===== src/fua_pkg.sv =====
/*
 * Package for the flash unlock and target address front end.
 * Holds register offsets, reset values, key defaults, operation codes and
 * the packed struct that carries the flash operation request.
 * Assumes a 32-bit classic Wishbone register bus with byte offsets.
 */
// Operation
// [RQ1] Key register writable, always reads zero.
// [RQ2] Key writes form sequence guarding program flash.
// [RQ3] Target address register readable, writable, resets zero.
// [RQ4] Bulk or chip erase ignores target address.
// [RQ5] Page erase uses address to pick page.
// [RQ6] Row program uses address to pick row.
// [RQ7] Word program uses address to pick word.
// [RQ8] Operation refused without fresh complete unlock.
package fua_pkg;

    // ************************************************************
    // Register map.
    // ************************************************************
    localparam logic [7:0]  FUA_OFS_KEY     = 8'h00; // Unlock key, write only.
    localparam logic [7:0]  FUA_OFS_ADDR    = 8'h04; // Target address.
    localparam logic [7:0]  FUA_OFS_CTRL    = 8'h08; // Operation start.
    localparam logic [7:0]  FUA_OFS_STAT    = 8'h0C; // Status.
    localparam logic [31:0] FUA_ADDR_RST    = 32'h0000_0000; // Address reset.
    localparam logic [31:0] FUA_KEY_READ    = 32'h0000_0000; // Key readback.
    localparam logic [31:0] FUA_UNMAPPED    = 32'h0000_0000; // Unmapped data.
    // Control fields: bit 0 starts, bits 3:1 select operation.
    localparam int          FUA_CTRL_START  = 0;
    localparam int          FUA_CTRL_OP_LO  = 1;
    localparam int          FUA_CTRL_OP_HI  = 3;
    // Status fields.
    localparam int          FUA_STAT_UNLOCK = 0; // Key sequence complete.
    localparam int          FUA_STAT_ERR    = 1; // Last start refused.
    localparam int          FUA_STAT_BUSY   = 2; // Operation in progress.
    // Arbitrary default key values, not taken from any part.
    localparam logic [31:0] FUA_KEY1_DEF    = 32'h1234_5678;
    localparam logic [31:0] FUA_KEY2_DEF    = 32'h8765_4321;

    // ************************************************************
    // Types.
    // ************************************************************
    typedef enum logic [2:0]
    {
        FUA_OP_NONE  = 3'h0,
        FUA_OP_WORD  = 3'h1,
        FUA_OP_ROW   = 3'h3,
        FUA_OP_PAGE  = 3'h4,
        FUA_OP_BULK  = 3'h5
    } fua_op_type;

    // Operation request handed to the flash array sequencer.
    typedef struct packed
    {
        fua_op_type  op;    // Operation kind.
        logic [31:0] addr;  // Location; zero for bulk erase.
    } fua_req_type;

    // Key sequence states.
    typedef enum logic [1:0]
    {
        FUA_LOCKED,
        FUA_KEY1_SEEN,
        FUA_UNLOCKED
    } fua_key_state_type;

endpackage : fua_pkg


===== src/fua_flash_front.sv =====
/*
 * Flash unlock key and target address front end.
 * Holds a classic Wishbone slave, the key sequence checker, the target
 * address register and the start logic for erase and program requests.
 * Assumes a flash sequencer that takes a one-cycle request pulse and
 * reports busy until the operation finishes.
 */
// The Wishbone slave port and the register addresses were chosen for this implementation.
`timescale 1ns/1ps
`default_nettype none
module fua_flash_front
    import fua_pkg::*;
#(
    parameter logic [31:0] KEY1 = FUA_KEY1_DEF, // First key word.
    parameter logic [31:0] KEY2 = FUA_KEY2_DEF  // Second key word.
)
(
    input  wire logic        mclk,
    input  wire logic        rst,
    input  wire logic        wb_cyc_i,
    input  wire logic        wb_stb_i,
    input  wire logic        wb_we_i,
    input  wire logic [7:0]  wb_adr_i,
    input  wire logic [3:0]  wb_sel_i,
    input  wire logic [31:0] wb_dat_i,
    output logic      [31:0] wb_dat_o,
    output logic             wb_ack_o,
    output fua_req_type      flash_req,
    output logic             flash_req_valid,
    input  wire logic        flash_busy
);

    // ************************************************************
    // Bus decode.
    // ************************************************************
    // State, bus and request registers with their next values.
    logic [31:0]       addr_reg;      // Target address register.
    logic [31:0]       addr_next;     // Its next value.
    fua_key_state_type key_reg;       // Key sequence state.
    fua_key_state_type key_next;      // Its next state.
    logic              err_reg;       // Last start refused.
    logic              ack_reg;       // Bus acknowledge.
    logic [31:0]       rdat_reg;      // Registered read data.
    logic [31:0]       rdat_next;     // Read data selected.
    fua_req_type       req_reg;       // Request handed out.
    fua_req_type       req_next;      // Request built this cycle.
    logic              reqv_reg;      // Request pulse.
    logic [31:0]       wmask;         // Byte enable as bit mask.

    // A request is taken once; ack drops the cycle after it is given.
    wire acc      = wb_cyc_i & wb_stb_i & ~ack_reg;
    wire wr       = acc & wb_we_i;
    // Register selects for writes; reads never change any state.
    wire wr_key   = wr & (wb_adr_i == FUA_OFS_KEY);
    wire wr_addr  = wr & (wb_adr_i == FUA_OFS_ADDR);
    wire wr_ctrl  = wr & (wb_adr_i == FUA_OFS_CTRL);
    // Key words count only as whole 32-bit writes.
    wire full_wr  = (wb_sel_i == 4'hF);
    // Start bit of a control write; it lives in byte lane zero.
    wire start    = wr_ctrl & wb_sel_i[0] & wb_dat_i[FUA_CTRL_START];
    // Operation field and the kinds that the array sequencer knows.
    wire [2:0] op_raw = wb_dat_i[FUA_CTRL_OP_HI:FUA_CTRL_OP_LO];
    wire op_legal = (op_raw == FUA_OP_WORD) | (op_raw == FUA_OP_ROW)
                  | (op_raw == FUA_OP_PAGE) | (op_raw == FUA_OP_BULK);
    // Start only with a fresh unlock, a legal op and an idle array.
    wire start_ok = start & (key_reg == FUA_UNLOCKED) & op_legal
                  & ~flash_busy; // RQ8

    // Byte lanes expand to a bit mask for partial writes.
    // One lane of the mask for each byte of the data word.
    genvar gi;
    generate
        for (gi = 0; gi < 4; gi++)
        begin : g_mask
            assign wmask[gi*8 +: 8] = {8{wb_sel_i[gi]}};
        end
    endgenerate

    // ************************************************************
    // Target address register.
    // ************************************************************
    // Byte-lane merge of written data into the held address.
    // Lanes that are not selected keep their old bits.
    assign addr_next = wr_addr
                     ? ((addr_reg & ~wmask) | (wb_dat_i & wmask))
                     : addr_reg; // RQ3

    // Holds the address software writes.
    // Reset clears it, so software reads zero until its first write.
    always_ff @(posedge mclk or posedge rst)
    begin
        if (rst)
            addr_reg <= FUA_ADDR_RST; // RQ3
        else
            addr_reg <= addr_next;
    end

    // ************************************************************
    // Unlock key sequence.
    // ************************************************************
    // Two full-word key writes in order unlock; any other write between them relocks.
    always_comb
    begin
        key_next = key_reg;
        case (key_reg)
            FUA_LOCKED:
            begin
                // First key arms the sequence.
                if (wr_key && full_wr && wb_dat_i == KEY1)
                    key_next = FUA_KEY1_SEEN; // RQ2
            end
            FUA_KEY1_SEEN:
            begin
                // Second key must be the next write on the bus.
                if (wr_key && full_wr && wb_dat_i == KEY2)
                    key_next = FUA_UNLOCKED; // RQ2
                else if (wr)
                    key_next = FUA_LOCKED;
            end
            FUA_UNLOCKED:
            begin
                // Any write to the key, address or control register, a start included, spends or cancels unlock.
                if (wr_ctrl || wr_key || wr_addr)
                    key_next = FUA_LOCKED; // RQ8
                // A fresh first key may open a new sequence at once.
                if (wr_key && full_wr && wb_dat_i == KEY1)
                    key_next = FUA_KEY1_SEEN; // RQ2
            end
            default:
                // An unknown state falls back to locked.
                key_next = FUA_LOCKED;
        endcase
    end

    // ************************************************************
    // Request build.
    // ************************************************************
    // Bulk erase sends zero; other ops carry the target address.
    // The request leaves only through req_reg, on an accepted start.
    always_comb
    begin
        req_next.op   = fua_op_type'(op_raw);
        req_next.addr = addr_reg; // RQ5 RQ6 RQ7
        if (op_raw == FUA_OP_BULK)
            req_next.addr = 32'h0000_0000; // RQ4
    end

    // Read data selection; key reads zero always.
    // Unmapped offsets read as zero; a write there stores nothing but still breaks a key sequence.
    assign rdat_next =
        (wb_adr_i == FUA_OFS_KEY)  ? FUA_KEY_READ : // RQ1
        (wb_adr_i == FUA_OFS_ADDR) ? addr_reg :
        (wb_adr_i == FUA_OFS_CTRL) ? {28'h0, req_reg.op, 1'b0} :
        (wb_adr_i == FUA_OFS_STAT) ?
            {29'h0, flash_busy, err_reg, key_reg == FUA_UNLOCKED} :
        FUA_UNMAPPED;

    // ************************************************************
    // Bus, status and request registers.
    // ************************************************************
    // Registers the key state, acknowledge, read data and launch pulse.
    // Reset leaves the block locked with no request outstanding.
    always_ff @(posedge mclk or posedge rst)
    begin
        if (rst)
        begin
            key_reg  <= FUA_LOCKED;
            err_reg  <= 1'b0;
            ack_reg  <= 1'b0;
            rdat_reg <= 32'h0000_0000;
            req_reg  <= '0;
            reqv_reg <= 1'b0;
        end
        else
        begin
            key_reg  <= key_next;
            // Ack follows a taken request by exactly one cycle.
            ack_reg  <= acc;
            // Read data stands only in the ack cycle, zero otherwise.
            rdat_reg <= acc ? rdat_next : 32'h0000_0000;
            reqv_reg <= start_ok; // RQ8
            // The request is held until the next accepted start.
            if (start_ok)
                req_reg <= req_next;
            // A refused start is latched; an accepted one clears it.
            if (start)
                err_reg <= ~start_ok; // RQ8
        end
    end

    // Outputs come straight from flip-flops.
    assign wb_ack_o        = ack_reg;
    assign wb_dat_o        = rdat_reg; // RQ1
    assign flash_req       = req_reg;
    assign flash_req_valid = reqv_reg;
endmodule : fua_flash_front
`default_nettype wire


===== config.mk =====
export PLATFORM = sky130hd
export DESIGN_NAME = fua_flash_front
export DESIGN_NICKNAME = d
export VERILOG_FILES = /design/src/fua_pkg.sv /design/src/fua_flash_front.sv
export SDC_FILE = /design/constraint.sdc
export NUM_CORES = 1
export LEC_CHECK = 0
export ABC_CLOCK_PERIOD_IN_PS = 3720
export BUFFER_PORTS_ARGS = -buffer_cell sky130_fd_sc_hd__buf_2
export CAP_MARGIN = 20
export CORE_ASPECT_RATIO = 1.1
export CORE_MARGIN = 2
export CORE_UTILIZATION = 51
export DETAILED_ROUTE_END_ITERATION = 8
export MAX_ROUTING_LAYER = met4
export PLACE_DENSITY = 0.79
export SLEW_MARGIN = 10
export SYNTH_ARGS = -nofsm -noshare
export SYNTH_HDL_FRONTEND = slang
export SYNTH_SLANG_ARGS = --single-unit

===== constraint.sdc =====
create_clock -name mclk -period 3.72 [get_ports mclk]
set_input_delay 0 -clock mclk [delete_from_list [all_inputs] [get_ports mclk]]
set_output_delay 0 -clock mclk [all_outputs]
set_load 0.005 [all_outputs]

Word-level counts from Yosys, hierarchy flattened

Index checks and enable logic that the tools add are counted.

Output and inout bits: 69
Logic and storage cells: 64
Bits in registers: 104
Bits of input ports: 50

Reductions and logical operators: 8
Multiplexer cells: 12
Eq/ne operators: 15
Bitwise logic cells: 21

Operators by type and width:

| kind                                                                    | count |
|---|---|
| 32-bit two-way mux                                                      | 4 |
| 32-bit AND                                                              | 2 |
| 32-bit by 29-bit == test with 1-bit output, second input constant       | 1 |
| 32-bit == test, second input constant                                   | 1 |
| 32-bit NOT                                                              | 1 |
| 32-bit OR                                                               | 1 |
| 8-bit by 4-bit == test with 1-bit output, second input constant         | 2 |
| 1-bit AND                                                               | 11 |
| 2-bit two-way mux                                                       | 5 |
| 8-bit by 3-bit == test with 1-bit output, second input constant         | 1 |
| 8-bit zero test                                                         | 1 |
| 3-bit == test, second input constant                                    | 2 |
| 2-bit one-hot mux with 3 select lines                                   | 1 |
| 4-bit == test, second input constant                                    | 1 |
| 4-bit two-way mux                                                       | 1 |
| 3-bit by 1-bit == test with 1-bit output, second input constant         | 1 |
| 3-bit by 2-bit == test with 1-bit output, second input constant         | 1 |
| 1-bit logical AND                                                       | 3 |
| 3-bit two-way mux                                                       | 1 |
| 3-bit by 1-bit inequality test with 1-bit output, second input constant | 1 |
| 3-bit inequality test, second input constant                            | 1 |
| 1-bit NOT                                                               | 3 |
| 1-bit OR                                                                | 3 |
| 3-bit AND reduction                                                     | 1 |
| other kinds (5)                                                         | 6 |

Depth between registers and ports, before layout

Gate-level depths: netlist of run 1.

Word-level depth: 10
Depth in mapped cells: 8
Depth with buffers taken out: 5

Least setup slack after synthesis of run 1

OpenSTA, ideal clock, no wires.

Path kind: flip-flop to flip-flop
From: reg ack_reg (netlist: wb_ack_o)
To: reg req_reg, in the netlist flash_req[32]
Arrival time: 1.748 ns
Data required time: 3.595 ns
Path slack: 1.847 ns
Clock period less this slack: 1.873 ns
Library setup time: 0.125 ns
Buffers on the path: 2
Stages on the path, launching flop included: 7
Cell sequence: dfrtp_1 -> and4b_1 -> nand4_1 -> or4_1 -> buf_2 -> buf_6 -> mux2_4

Word-level cells in the longest chain between the ends: 9

Ends and longest elaborated chain:

| element                  | RTL line               | RTL |
|---|---|---|
| start: declaration       | fua_flash_front.sv:42  | `logic ack_reg;` |
| start signal: assignment | fua_flash_front.sv:169 | `ack_reg <= 1'b0;` |
| start signal: assignment | fua_flash_front.sv:178 | `ack_reg <= acc;` |
| 1-bit NOT                | fua_flash_front.sv:51  | `wire acc = wb_cyc_i & wb_stb_i & ~ack_reg;` |
| 1-bit AND                | fua_flash_front.sv:51  |  |
| 1-bit AND                | fua_flash_front.sv:52  | `wire wr = acc & wb_we_i;` |
| 1-bit AND                | fua_flash_front.sv:56  | `wire wr_ctrl = wr & (wb_adr_i == FUA_OFS_CTRL);` |
| 1-bit AND (2 in series)  | fua_flash_front.sv:60  | `wire start = wr_ctrl & wb_sel_i[0] & wb_dat_i[FUA_CTRL_START];` |
| 1-bit AND (2 in series)  | fua_flash_front.sv:66  | `wire start_ok = start & (key_reg == FUA_UNLOCKED) & op_legal` |
| 1-bit AND                | fua_flash_front.sv:67  | `& ~flash_busy;` |
| end signal: assignment   | fua_flash_front.sv:184 | `req_reg <= req_next;` |
| end: declaration         | fua_flash_front.sv:45  | `fua_req_type req_reg;` |

Every way passes these cells.
A chain may end at the register's enable or synchronous reset.

Final worst setup path of run 1

From: in wb_stb_i
To: reg rdat_reg[25] (netlist: wb_dat_o[25])

Word-level cells in the longest chain between the ends: 3

Ends and longest elaborated chain:

| element                 | RTL line               | RTL |
|---|---|---|
| start: declaration      | fua_flash_front.sv:21  | `input wire logic wb_stb_i,` |
| 1-bit AND (2 in series) | fua_flash_front.sv:51  |  |
| via acc                 | fua_flash_front.sv:51  |  |
| 32-bit two-way mux      | fua_flash_front.sv:180 | `rdat_reg <= acc ? rdat_next : 32'h0000_0000;` |
| end signal: assignment  | fua_flash_front.sv:180 |  |
| end: declaration        | fua_flash_front.sv:43  | `logic [31:0] rdat_reg;` |

The timed path passes the listed nets, and every way through them passes these cells.

==> results_dict.tcl, run 1 <==
set metrics [dict create \
    hold_ws_ns 0.0871 \
    place.gp.congestion 0.928 \
    p_leak_nw 2.84 \
    synth_area_um2 4130 \
    finalSetupViolCount 0 \
    post_cts_buffers 0 \
    die-area_um2 8830 \
    cap_violations 0 \
    post-route-min-period_ns 2.51 \
    initial_core_util 0.524 \
    finalHoldViolations 0 \
    cp-end-kind "flip-flop" \
    grt_start_max_net_pins 82 \
    ctsHoldBuffers 39 \
    antenna_found_initial 0 \
    fmax_mhz 399 \
    gr-total-overflow 0 \
    nets 554 \
    cts.htree.levels 3 \
    arrival_ns 2.80 \
    hold_path_class "in2reg" \
    dp_hpwl_mm 6.59 \
    track_usage 0.235 \
    rsz0062_at_grt "false" \
    cts_resized 0 \
    slew_headroom 0.367 \
    dr.pass1.iters 4 \
    place_ws_ns 1.16 \
    yosys_warnings 0 \
    worstPathRequired_ns 4.02 \
    core_area_um2 7870 \
    clock_skew_ns 0.0158 \
    routed_wl_mm 9.76 \
    period_share 0.674 \
    grt_pass1_vias 3151 \
    rows 34 \
    clk_pin_slew_ns 0.10 \
    synth_nets 398 \
    critical_path_class "in2reg" \
    final_util 0.691 \
    tightest_slew_ns 0.949 \
    routedWlPerCell_um 15.8 \
    placed_area_um2 4810 \
    die_w_um 89.8 \
    cts_buffers 9 \
    portBuffers 118 \
    grt_first_pass_wirelength_mm 15.7 \
    clock_latency_ns 0.36 \
    n_antenna_cell 0 \
    peakVddDrop_mv 0.179 \
    cts_tree "yes" \
    cts_root_buffer "clkbuf_8" \
    ios 119 \
    finalMaxSlewViolations 0 \
    design_area_um2 5440 \
    final_cell_mix "118 x buf_2, 104 x dfrtp_1, 72 x nand2_1" \
    ys_seq_area_frac 0.630 \
    avgSynthCellArea_um2 11.9 \
    synth_seq_cells 104 \
    vias_per_cell 5.08 \
    drive_gt1_frac 0.363 \
    cts.sinks 104 \
    power_density_nw_per_um2 366 \
    mostFrequentLayoutCell "buf_2" \
    clock_path_buffers 2 \
    synth.distinct_cells 35 \
    tns_ns 0 \
    start_kind "input port" \
    ant_nets 0 \
    cp_max_fo 18 \
    area_delta_synth_final_pct 31.7 \
    drcViolationCount 0 \
    status "finished, final reports clean" \
    synth_cells 348 \
    fin_ws_ns 1.21 \
    drtIter0Drc 134 \
    num_vias 3132 \
    die_y_um 98.4 \
]
layout make-up:
type / instances / area (um2)
Multi-Input combinational cell: 225 / 1430
Fill cell: 581 / 2430
Sequential cell: 104 / 2600
Clock buffer: 10 / 138
Tap cell: 108 / 135
Clock inverter: 6 / 73.8
Inverter: 3 / 13.8
Timing Repair Buffer: 161 / 1040
critical path, stage by stage:
cell           delay (ns)
dlygate4sd3_1        0.55
buf_2                0.12
nand2_1              0.04
dlygate4sd3_1        0.55
nor2_1               0.19
nand2_1              0.19
nor3b_2              0.66
buf_4                0.33
and2_1               0.16
Yosys cell counts:
master | number | area (um2)
dfrtp_1 | 104 | 2600
nand2_1 | 72 | 270
o21ai_0 | 34 | 170
mux2_2 | 33 | 372
and2_1 | 29 | 181
clkbuf_1 | 11 | 41.3
nor2_1 | 7 | 26.3
and4b_1 | 4 | 40.0
nand2_2 | 4 | 25.0
nand4_1 | 4 | 25.0
nor4b_1 | 4 | 35.0
buf_6 | 3 | 33.8
inv_1 | 3 | 11.3
mux2_4 | 3 | 45.0
nor2b_1 | 3 | 18.8
a21oi_1 | 2 | 10.0
a22oi_1 | 2 | 15.0
buf_2 | 2 | 10.0
nand2b_1 | 2 | 12.5
nand3b_1 | 2 | 15.0
nand4b_1 | 2 | 17.5
nor3b_1 | 2 | 15.0
nor4_1 | 2 | 12.5
nor4bb_1 | 2 | 20.0
or4b_2 | 2 | 20.0
a41o_1 | 1 | 10.0
mux2i_1 | 1 | 10.0
nor3_1 | 1 | 5.00
nor3b_2 | 1 | 12.5
nor4_2 | 1 | 12.5
o21a_1 | 1 | 7.51
o21ai_1 | 1 | 5.00
o22ai_1 | 1 | 6.26
or2_2 | 1 | 6.26
or4_1 | 1 | 7.51
power by group:
group          internal [mW]  switching [mW]
Clock                  0.338           0.396
Sequential              1.13         0.00231
Combinational         0.0580          0.0641
Total                   1.53           0.463
kinds of logic (layout without fill, tap and decap cells):
logic type | after synthesis | count (layout) | share of synthesized area
multiplexers | 37 | 37 | 0.103
buffers and inverters | 19 | 180 | 0.0233
AND/OR/NAND/NOR | 146 | 146 | 0.189
AO/OA/AOI/OAI | 42 | 42 | 0.0543
flip-flops | 104 | 104 | 0.630
worst paths after layout:
| check | slack, ns | depth (start not counted) | endpoint | startpoint |
|---|---|---|---|---|
| setup / recovery | 1.21 | 9 | wb_dat_o[25] | wb_stb_i |
| hold / removal | 0.09 | 3 | wb_dat_o[3] | wb_adr_i[3] |
| setup reg to reg | 1.40 | 5 | flash_req_valid | wb_ack_o |
| hold reg to reg | 0.48 | 2 | flash_req[18] | flash_req[18] |
| max in group asynchronous | 2.44 | 4 | wb_ack_o | rst |
| min in group asynchronous | 0.39 | 3 | wb_dat_o[21] | rst |
metal layers:
metal / routed length (um) / track usage / part of all wire
met1: 4160 / 0.296 / 0.43
met2: 4840 / 0.385 / 0.50
met4: 253 / 0.0899 / 0.026
met5: 0 / - / 0
met3: 507 / 0.0424 / 0.052
through the flow:
stage               cells  power (mW)
detailed placement    561        1.25
finish                617        1.99
global placement      560        1.24
floorplan             348        1.19
global route          617        2.05
CTS                   616        2.00
No activity file was read; power rests on OpenSTA's default activity.
==> run 2, diff against run 1 <==
- ABC_AREA: unset -> 1
- ABC_CLOCK_PERIOD_IN_PS: 3720 -> 2600
- CORE_UTILIZATION: 51 -> 53
- PLACE_DENSITY: 0.79 -> 0.8
- clock period: 3.72 -> 2.6 ns (I/O delays scaled with it)
==> run 2 against run 1 <==
Net effect: synthesized cell count grew 49%; hold slack lost 0.042 ns; flip-flop and latch count is the same; register-to-register slack lost 0.82 ns; critical path depth grew 3; combinational power grew 76%; clock skew shrank 0.0065 ns; critical path type unchanged.
==> results_dict.tcl, run 2 <==
set metrics [dict create \
    clk_pin_slew_ns 0.10 \
    synth_cells 519 \
    final_cell_mix "178 x nand2_1, 118 x buf_2, 104 x dfrtp_1" \
    place.gp.congestion 0.880 \
    portBuffers 118 \
    power_density_nw_per_um2 476 \
    synth_nets 569 \
    seq_area_um2 2600 \
    finalPower_mw 2.82 \
    hold_path_class "in2reg" \
    crit-reg2reg-launch "key_reg[0]" \
    ys_seq_area_frac 0.561 \
    min_path_cells 5 \
    initial_core_util 0.549 \
    drcViolationCount 0 \
    ios 119 \
    tightest_slew_ns 0.848 \
    clock_latency_ns 0.36 \
    critical_path_class "in2reg" \
    finalSetupViolCount 0 \
    post_cts_buffers 0 \
    synth_edf_count 0 \
    cts_buffers 9 \
    core_area_um2 8450 \
    vias_per_cell 5.14 \
    cts.htree.levels 3 \
    synth_seq_cells 104 \
    synth_area_um2 4640 \
    num_vias 4084 \
    rr_endpoint "flash_req[14]" \
    cts_tree "yes" \
    slew_headroom 0.435 \
    synth_top_area_share 0.561 \
    worstPathRequired_ns 2.82 \
    routed_wl_mm 11.4 \
    grt_first_pass_wirelength_mm 18.4 \
    area_delta_synth_final_pct 27.7 \
    finalHoldViolations 0 \
    avgSynthCellArea_um2 8.94 \
    gr-total-overflow 0 \
    ctsHoldBuffers 49 \
    cap_violations 0 \
    rows 35 \
    mostFrequentLayoutCell "nand2_1" \
    fmax_mhz 427 \
    grt_pass1_vias 3917 \
    nets 730 \
    r2r_cells 6 \
    arrival_ns 2.57 \
    synth_top_area_cell "dfrtp_1" \
    finalMaxSlewViolations 0 \
    cts_resized 0 \
    track_usage 0.257 \
    ys_async_sr_fraction 1.00 \
    synth_most_common_cell "nand2_1" \
    tns_ns 0 \
    n_antenna_cell 0 \
    die_y_um 102 \
    r2r_setup_slack_ns 0.58 \
    die-area_um2 9520 \
    cts.sinks 104 \
    multiInputGateArea_um2 1740 \
    synth_area_leaders "dfrtp_1 56%, nand2_1 14%, o21ai_2 8.1%" \
    worst_hold_path.endpoint "key_reg[1]" \
    clock_path_buffers 2 \
    start_kind "input port" \
    p_leak_nw 3.08 \
    dp_hpwl_mm 7.69 \
    hold_start "wb_adr_i[0]" \
    ys_top_cells_by_count "178 x nand2_1, 104 x dfrtp_1, 67 x nor2_1" \
    ys.flop_type "dfrtp_1" \
    die_w_um 93.2 \
    cp-end-kind "flip-flop" \
    antenna_found_initial 0 \
    grt_start_max_net_pins 75 \
    post-route-min-period_ns 2.34 \
    cp_max_fo 72 \
    fill_cells 620 \
    dr.pass1.iters 5 \
    cts_root_buffer "clkbuf_8" \
    fin_ws_ns 0.256 \
    rsz0062_at_grt "false" \
    clock_skew_ns 0.00929 \
    drtIter0Drc 279 \
    peakVddDrop_mv 0.266 \
    yosys_warnings 0 \
    synth.distinct_cells 25 \
    period_share 0.901 \
    routedWlPerCell_um 14.3 \
    drive_gt1_frac 0.289 \
    ant_nets 0 \
    status "finished, final reports clean" \
    place_ws_ns 0.651 \
]
run 2: changes by cell type in the layout (fill, tap and decap cells not counted), moves of 29 or more:
cell	delta
mux2_2	-33
and2_1	-29
nand2_1	+106
o21ai_0	-32
inv_1	+30
nor2_1	+60
o21ai_2	+44
run 2: stage by stage:
stage	utilization	cell area (um2)	hold slack, ns	cells
floorplan	-	4650	0.138	519
global route	0.701	5930	0.0572	795
CTS	0.701	5930	0.0356	795
detailed placement	0.621	5250	0.121	731
finish	0.701	5930	0.0455	795
global placement	0.621	5250	0.108	731
run 2: logic make-up (layout without fill, tap and decap cells):
group / Yosys count / after routing / synth area share
compound gates: 62 / 62 / 0.102
buf+inv: 57 / 222 / 0.0655
flops: 104 / 104 / 0.561
simple gates: 296 / 296 / 0.271
run 2: power breakdown:
part | switching, mW | internal (mW) | leakage, nW
logic | 0.129 | 0.0852 | 1.53
registers | 0.00417 | 1.62 | 1.45
clock network | 0.538 | 0.443 | 0.0965
run 2: routing by layer:
metal  global-route usage  routed length, um  up-vias
met5                    -                  0        -
met4                0.120                294        0
met3               0.0347                649       27
met2                0.424               5860      160
met1                0.318               4550     1950
li1                     -                  -     1947
run 2: final cells by class:
class                      instances  area share
tap                              111      0.0234
sequential                       104       0.439
timing repair buffer             171       0.190
inverter                          36      0.0234
multi-input combinational        358       0.293
clock inverter                     5     0.00971
clock buffer                      10      0.0215
run 2: how the worst max path moves through the flow:
stage / from / to / slack (ns) / depth (start not counted)
after floorplan: key_reg[0] / flash_req[33] / 1.19 / 7
after global placement: key_reg[0] / flash_req[30] / 0.75 / 6
final: wb_stb_i / flash_req[14] / 0.26 / 12
after CTS: wb_stb_i / flash_req[14] / 0.28 / 12
after detailed placement: key_reg[0] / flash_req[14] / 0.65 / 6
after global routing: wb_stb_i / flash_req[26] / 0.07 / 12
run 2: worst max-delay path: stages:
cell           delay, ns
dlygate4sd3_1       0.52
buf_2               0.09
nand2_1             0.03
dlygate4sd3_1       0.58
nor2_4              0.12
nand2_2             0.13
inv_2               0.10
nand2_2             0.07
nor2_4              0.12
nand2_4             0.42
nand2_1             0.24
o21ai_1             0.10
==> run 3, diff against run 2 <==
- BUFFER_PORTS_ARGS: -buffer_cell sky130_fd_sc_hd__buf_2 -> -buffer_cell sky130_fd_sc_hd__clkbuf_2
- MAX_ROUTING_LAYER: met4 -> unset
==> run 3 against run 2 <==
Net effect: core utilization down 0.074 points; via count down 1.9%; count of clock-buffer cells in the layout up 1; highest routed layer unchanged; sequential share of layout area about the same; global-route usage down 0.75 points; register-to-register slack about the same; power down 1.3%; non-clock buffer count unchanged; critical endpoint is now flash_req[21]; cell count up 0.13%; combinational power about the same.
==> results_dict.tcl, run 3 (same netlist as run 2, synthesis figures left out) <==
set metrics [dict create \
    final_cell_mix "178 x nand2_1, 118 x clkbuf_2, 104 x dfrtp_1" \
    area_delta_synth_final_pct 27.6 \
    cts_tree "yes" \
    switchingPower_mw 0.698 \
    critical_path_class "in2reg" \
    status "finished, final reports clean" \
    clockPowerShare 0.339 \
    grt_first_pass_wirelength_mm 18.4 \
    layout.cells.non_filler 796 \
    routed_wl_mm 11.2 \
    hold_path_class "in2reg" \
    cts_buffers 9 \
    mostFrequentLayoutCell "nand2_1" \
    die_y_um 102 \
    design_area_um2 5920 \
    gr-total-overflow 0 \
    placed_area_um2 5250 \
    rows 35 \
    cp_max_fo 72 \
    die-area_um2 9520 \
    num_vias 4008 \
    die_w_um 93.2 \
    portBuffers 118 \
    clock_skew_ns 0.0107 \
    post-route-min-period_ns 2.33 \
    dp_hpwl_mm 7.72 \
    core_area_um2 8450 \
    post_cts_buffers 0 \
    ios 119 \
    hold_ws_ns 0.0494 \
    peakVddDrop_mv 0.310 \
    multiInputGateArea_um2 1740 \
    p_leak_nw 3.02 \
    drcViolationCount 0 \
    worstPathRequired_ns 2.83 \
    routedWlPerCell_um 14.1 \
    finalSetupViolCount 0 \
    nets 730 \
    slew_headroom 0.429 \
    fin_ws_ns 0.274 \
    drive_gt1_frac 0.291 \
    dp_cells 731 \
    arrival_ns 2.56 \
    clock_latency_ns 0.38 \
    cap_violations 0 \
    track_usage 0.250 \
    finalPower_mw 2.78 \
    rsz0062_at_grt "false" \
    p_seq_frac 0.584 \
    clock_path_buffers 2 \
    dr.pass1.iters 4 \
    initial_core_util 0.549 \
    tns_ns 0 \
    p_int_mw 2.09 \
    n_antenna_cell 0 \
    start_kind "input port" \
    comb_power_share 0.077 \
    antenna_found_initial 0 \
    cts.htree.levels 3 \
    power_density_nw_per_um2 470 \
    finalMaxSlewViolations 0 \
    seq_area_um2 2600 \
    cp-end-kind "flip-flop" \
    ant_nets 0 \
    fmax_mhz 430 \
    cts_root_buffer "clkbuf_8" \
    grt_pass1_vias 3940 \
    tightest_slew_ns 0.856 \
    place_ws_ns 0.626 \
    grt_start_max_net_pins 73 \
    drtIter0Drc 282 \
    clk_pin_slew_ns 0.10 \
    p_sw_frac 0.251 \
    place.gp.congestion 0.863 \
    final_util 0.701 \
    period_share 0.894 \
    vias_per_cell 5.04 \
    fill_cells 647 \
    finalHoldViolations 0 \
    cts.sinks 104 \
]
-- run 3: cell count changes in the layout (fill, tap and decap cells not counted), sizes merged --
cell / delta
clkbuf: +119
clkinvlp: +2
buf: -118
clkinv: -2
bufinv: -1
inv: +1
-- run 3: critical path, stage by stage --
cell and delay (ns):
dlygate4sd3_1 0.52, clkbuf_2 0.09, nand2_1 0.03, dlygate4sd3_1 0.58
nor2_4 0.12, nand2_2 0.13, inv_2 0.10, nand2_2 0.07
nor2_4 0.12, nand2_4 0.45, nand2_1 0.23, o21ai_2 0.07
-- run 3: cell type report --
class | instances | share of cell area
Clock inverter | 5 | 0.00634
Sequential cell | 104 | 0.439
Tap cell | 111 | 0.0235
Multi-Input combinational cell | 358 | 0.294
Timing Repair Buffer | 171 | 0.190
Clock buffer | 11 | 0.0239
Inverter | 36 | 0.0235
-- run 3: routing by layer --
layer / track usage / vias up / share of wire
li1: - / 1948 / -
met1: 0.315 / 1885 / 0.41
met2: 0.434 / 155 / 0.51
met3: 0.0391 / 20 / 0.061
met4: 0.103 / 0 / 0.021
met5: 0 / - / 0
-- run 3: final timing paths --
path | startpoint | slack (ns) | endpoint | cells past startpoint
worst max-delay path | wb_stb_i | 0.27 | flash_req[21] | 12
worst max register to register | key_reg[0] | 0.57 | flash_req[21] | 6
worst min-delay path | wb_we_i | 0.05 | key_reg[0] | 4
max in group asynchronous | rst | 1.49 | wb_dat_o[13] | 4
min in group asynchronous | rst | 0.32 | flash_req[9] | 3
worst min register to register | flash_req[12] | 0.49 | flash_req[12] | 2
-- run 3: power groups by stage --
stage,logic [mW],clock network [mW],registers (mW)
after detailed placement,0.171,0,1.66
after global routing,0.240,1.01,1.63
final,0.215,0.944,1.62
after floorplan,0.0851,0,1.66
after global placement,0.168,0,1.66
after CTS,0.215,0.936,1.62
-- run 3: timing repair --
item / in CTS / in global routing
setup endpoints to repair: 0 / 0
gates resized for setup: 0 / 0
hold buffers: 49 / 0
hold endpoints to repair: 75 / 0
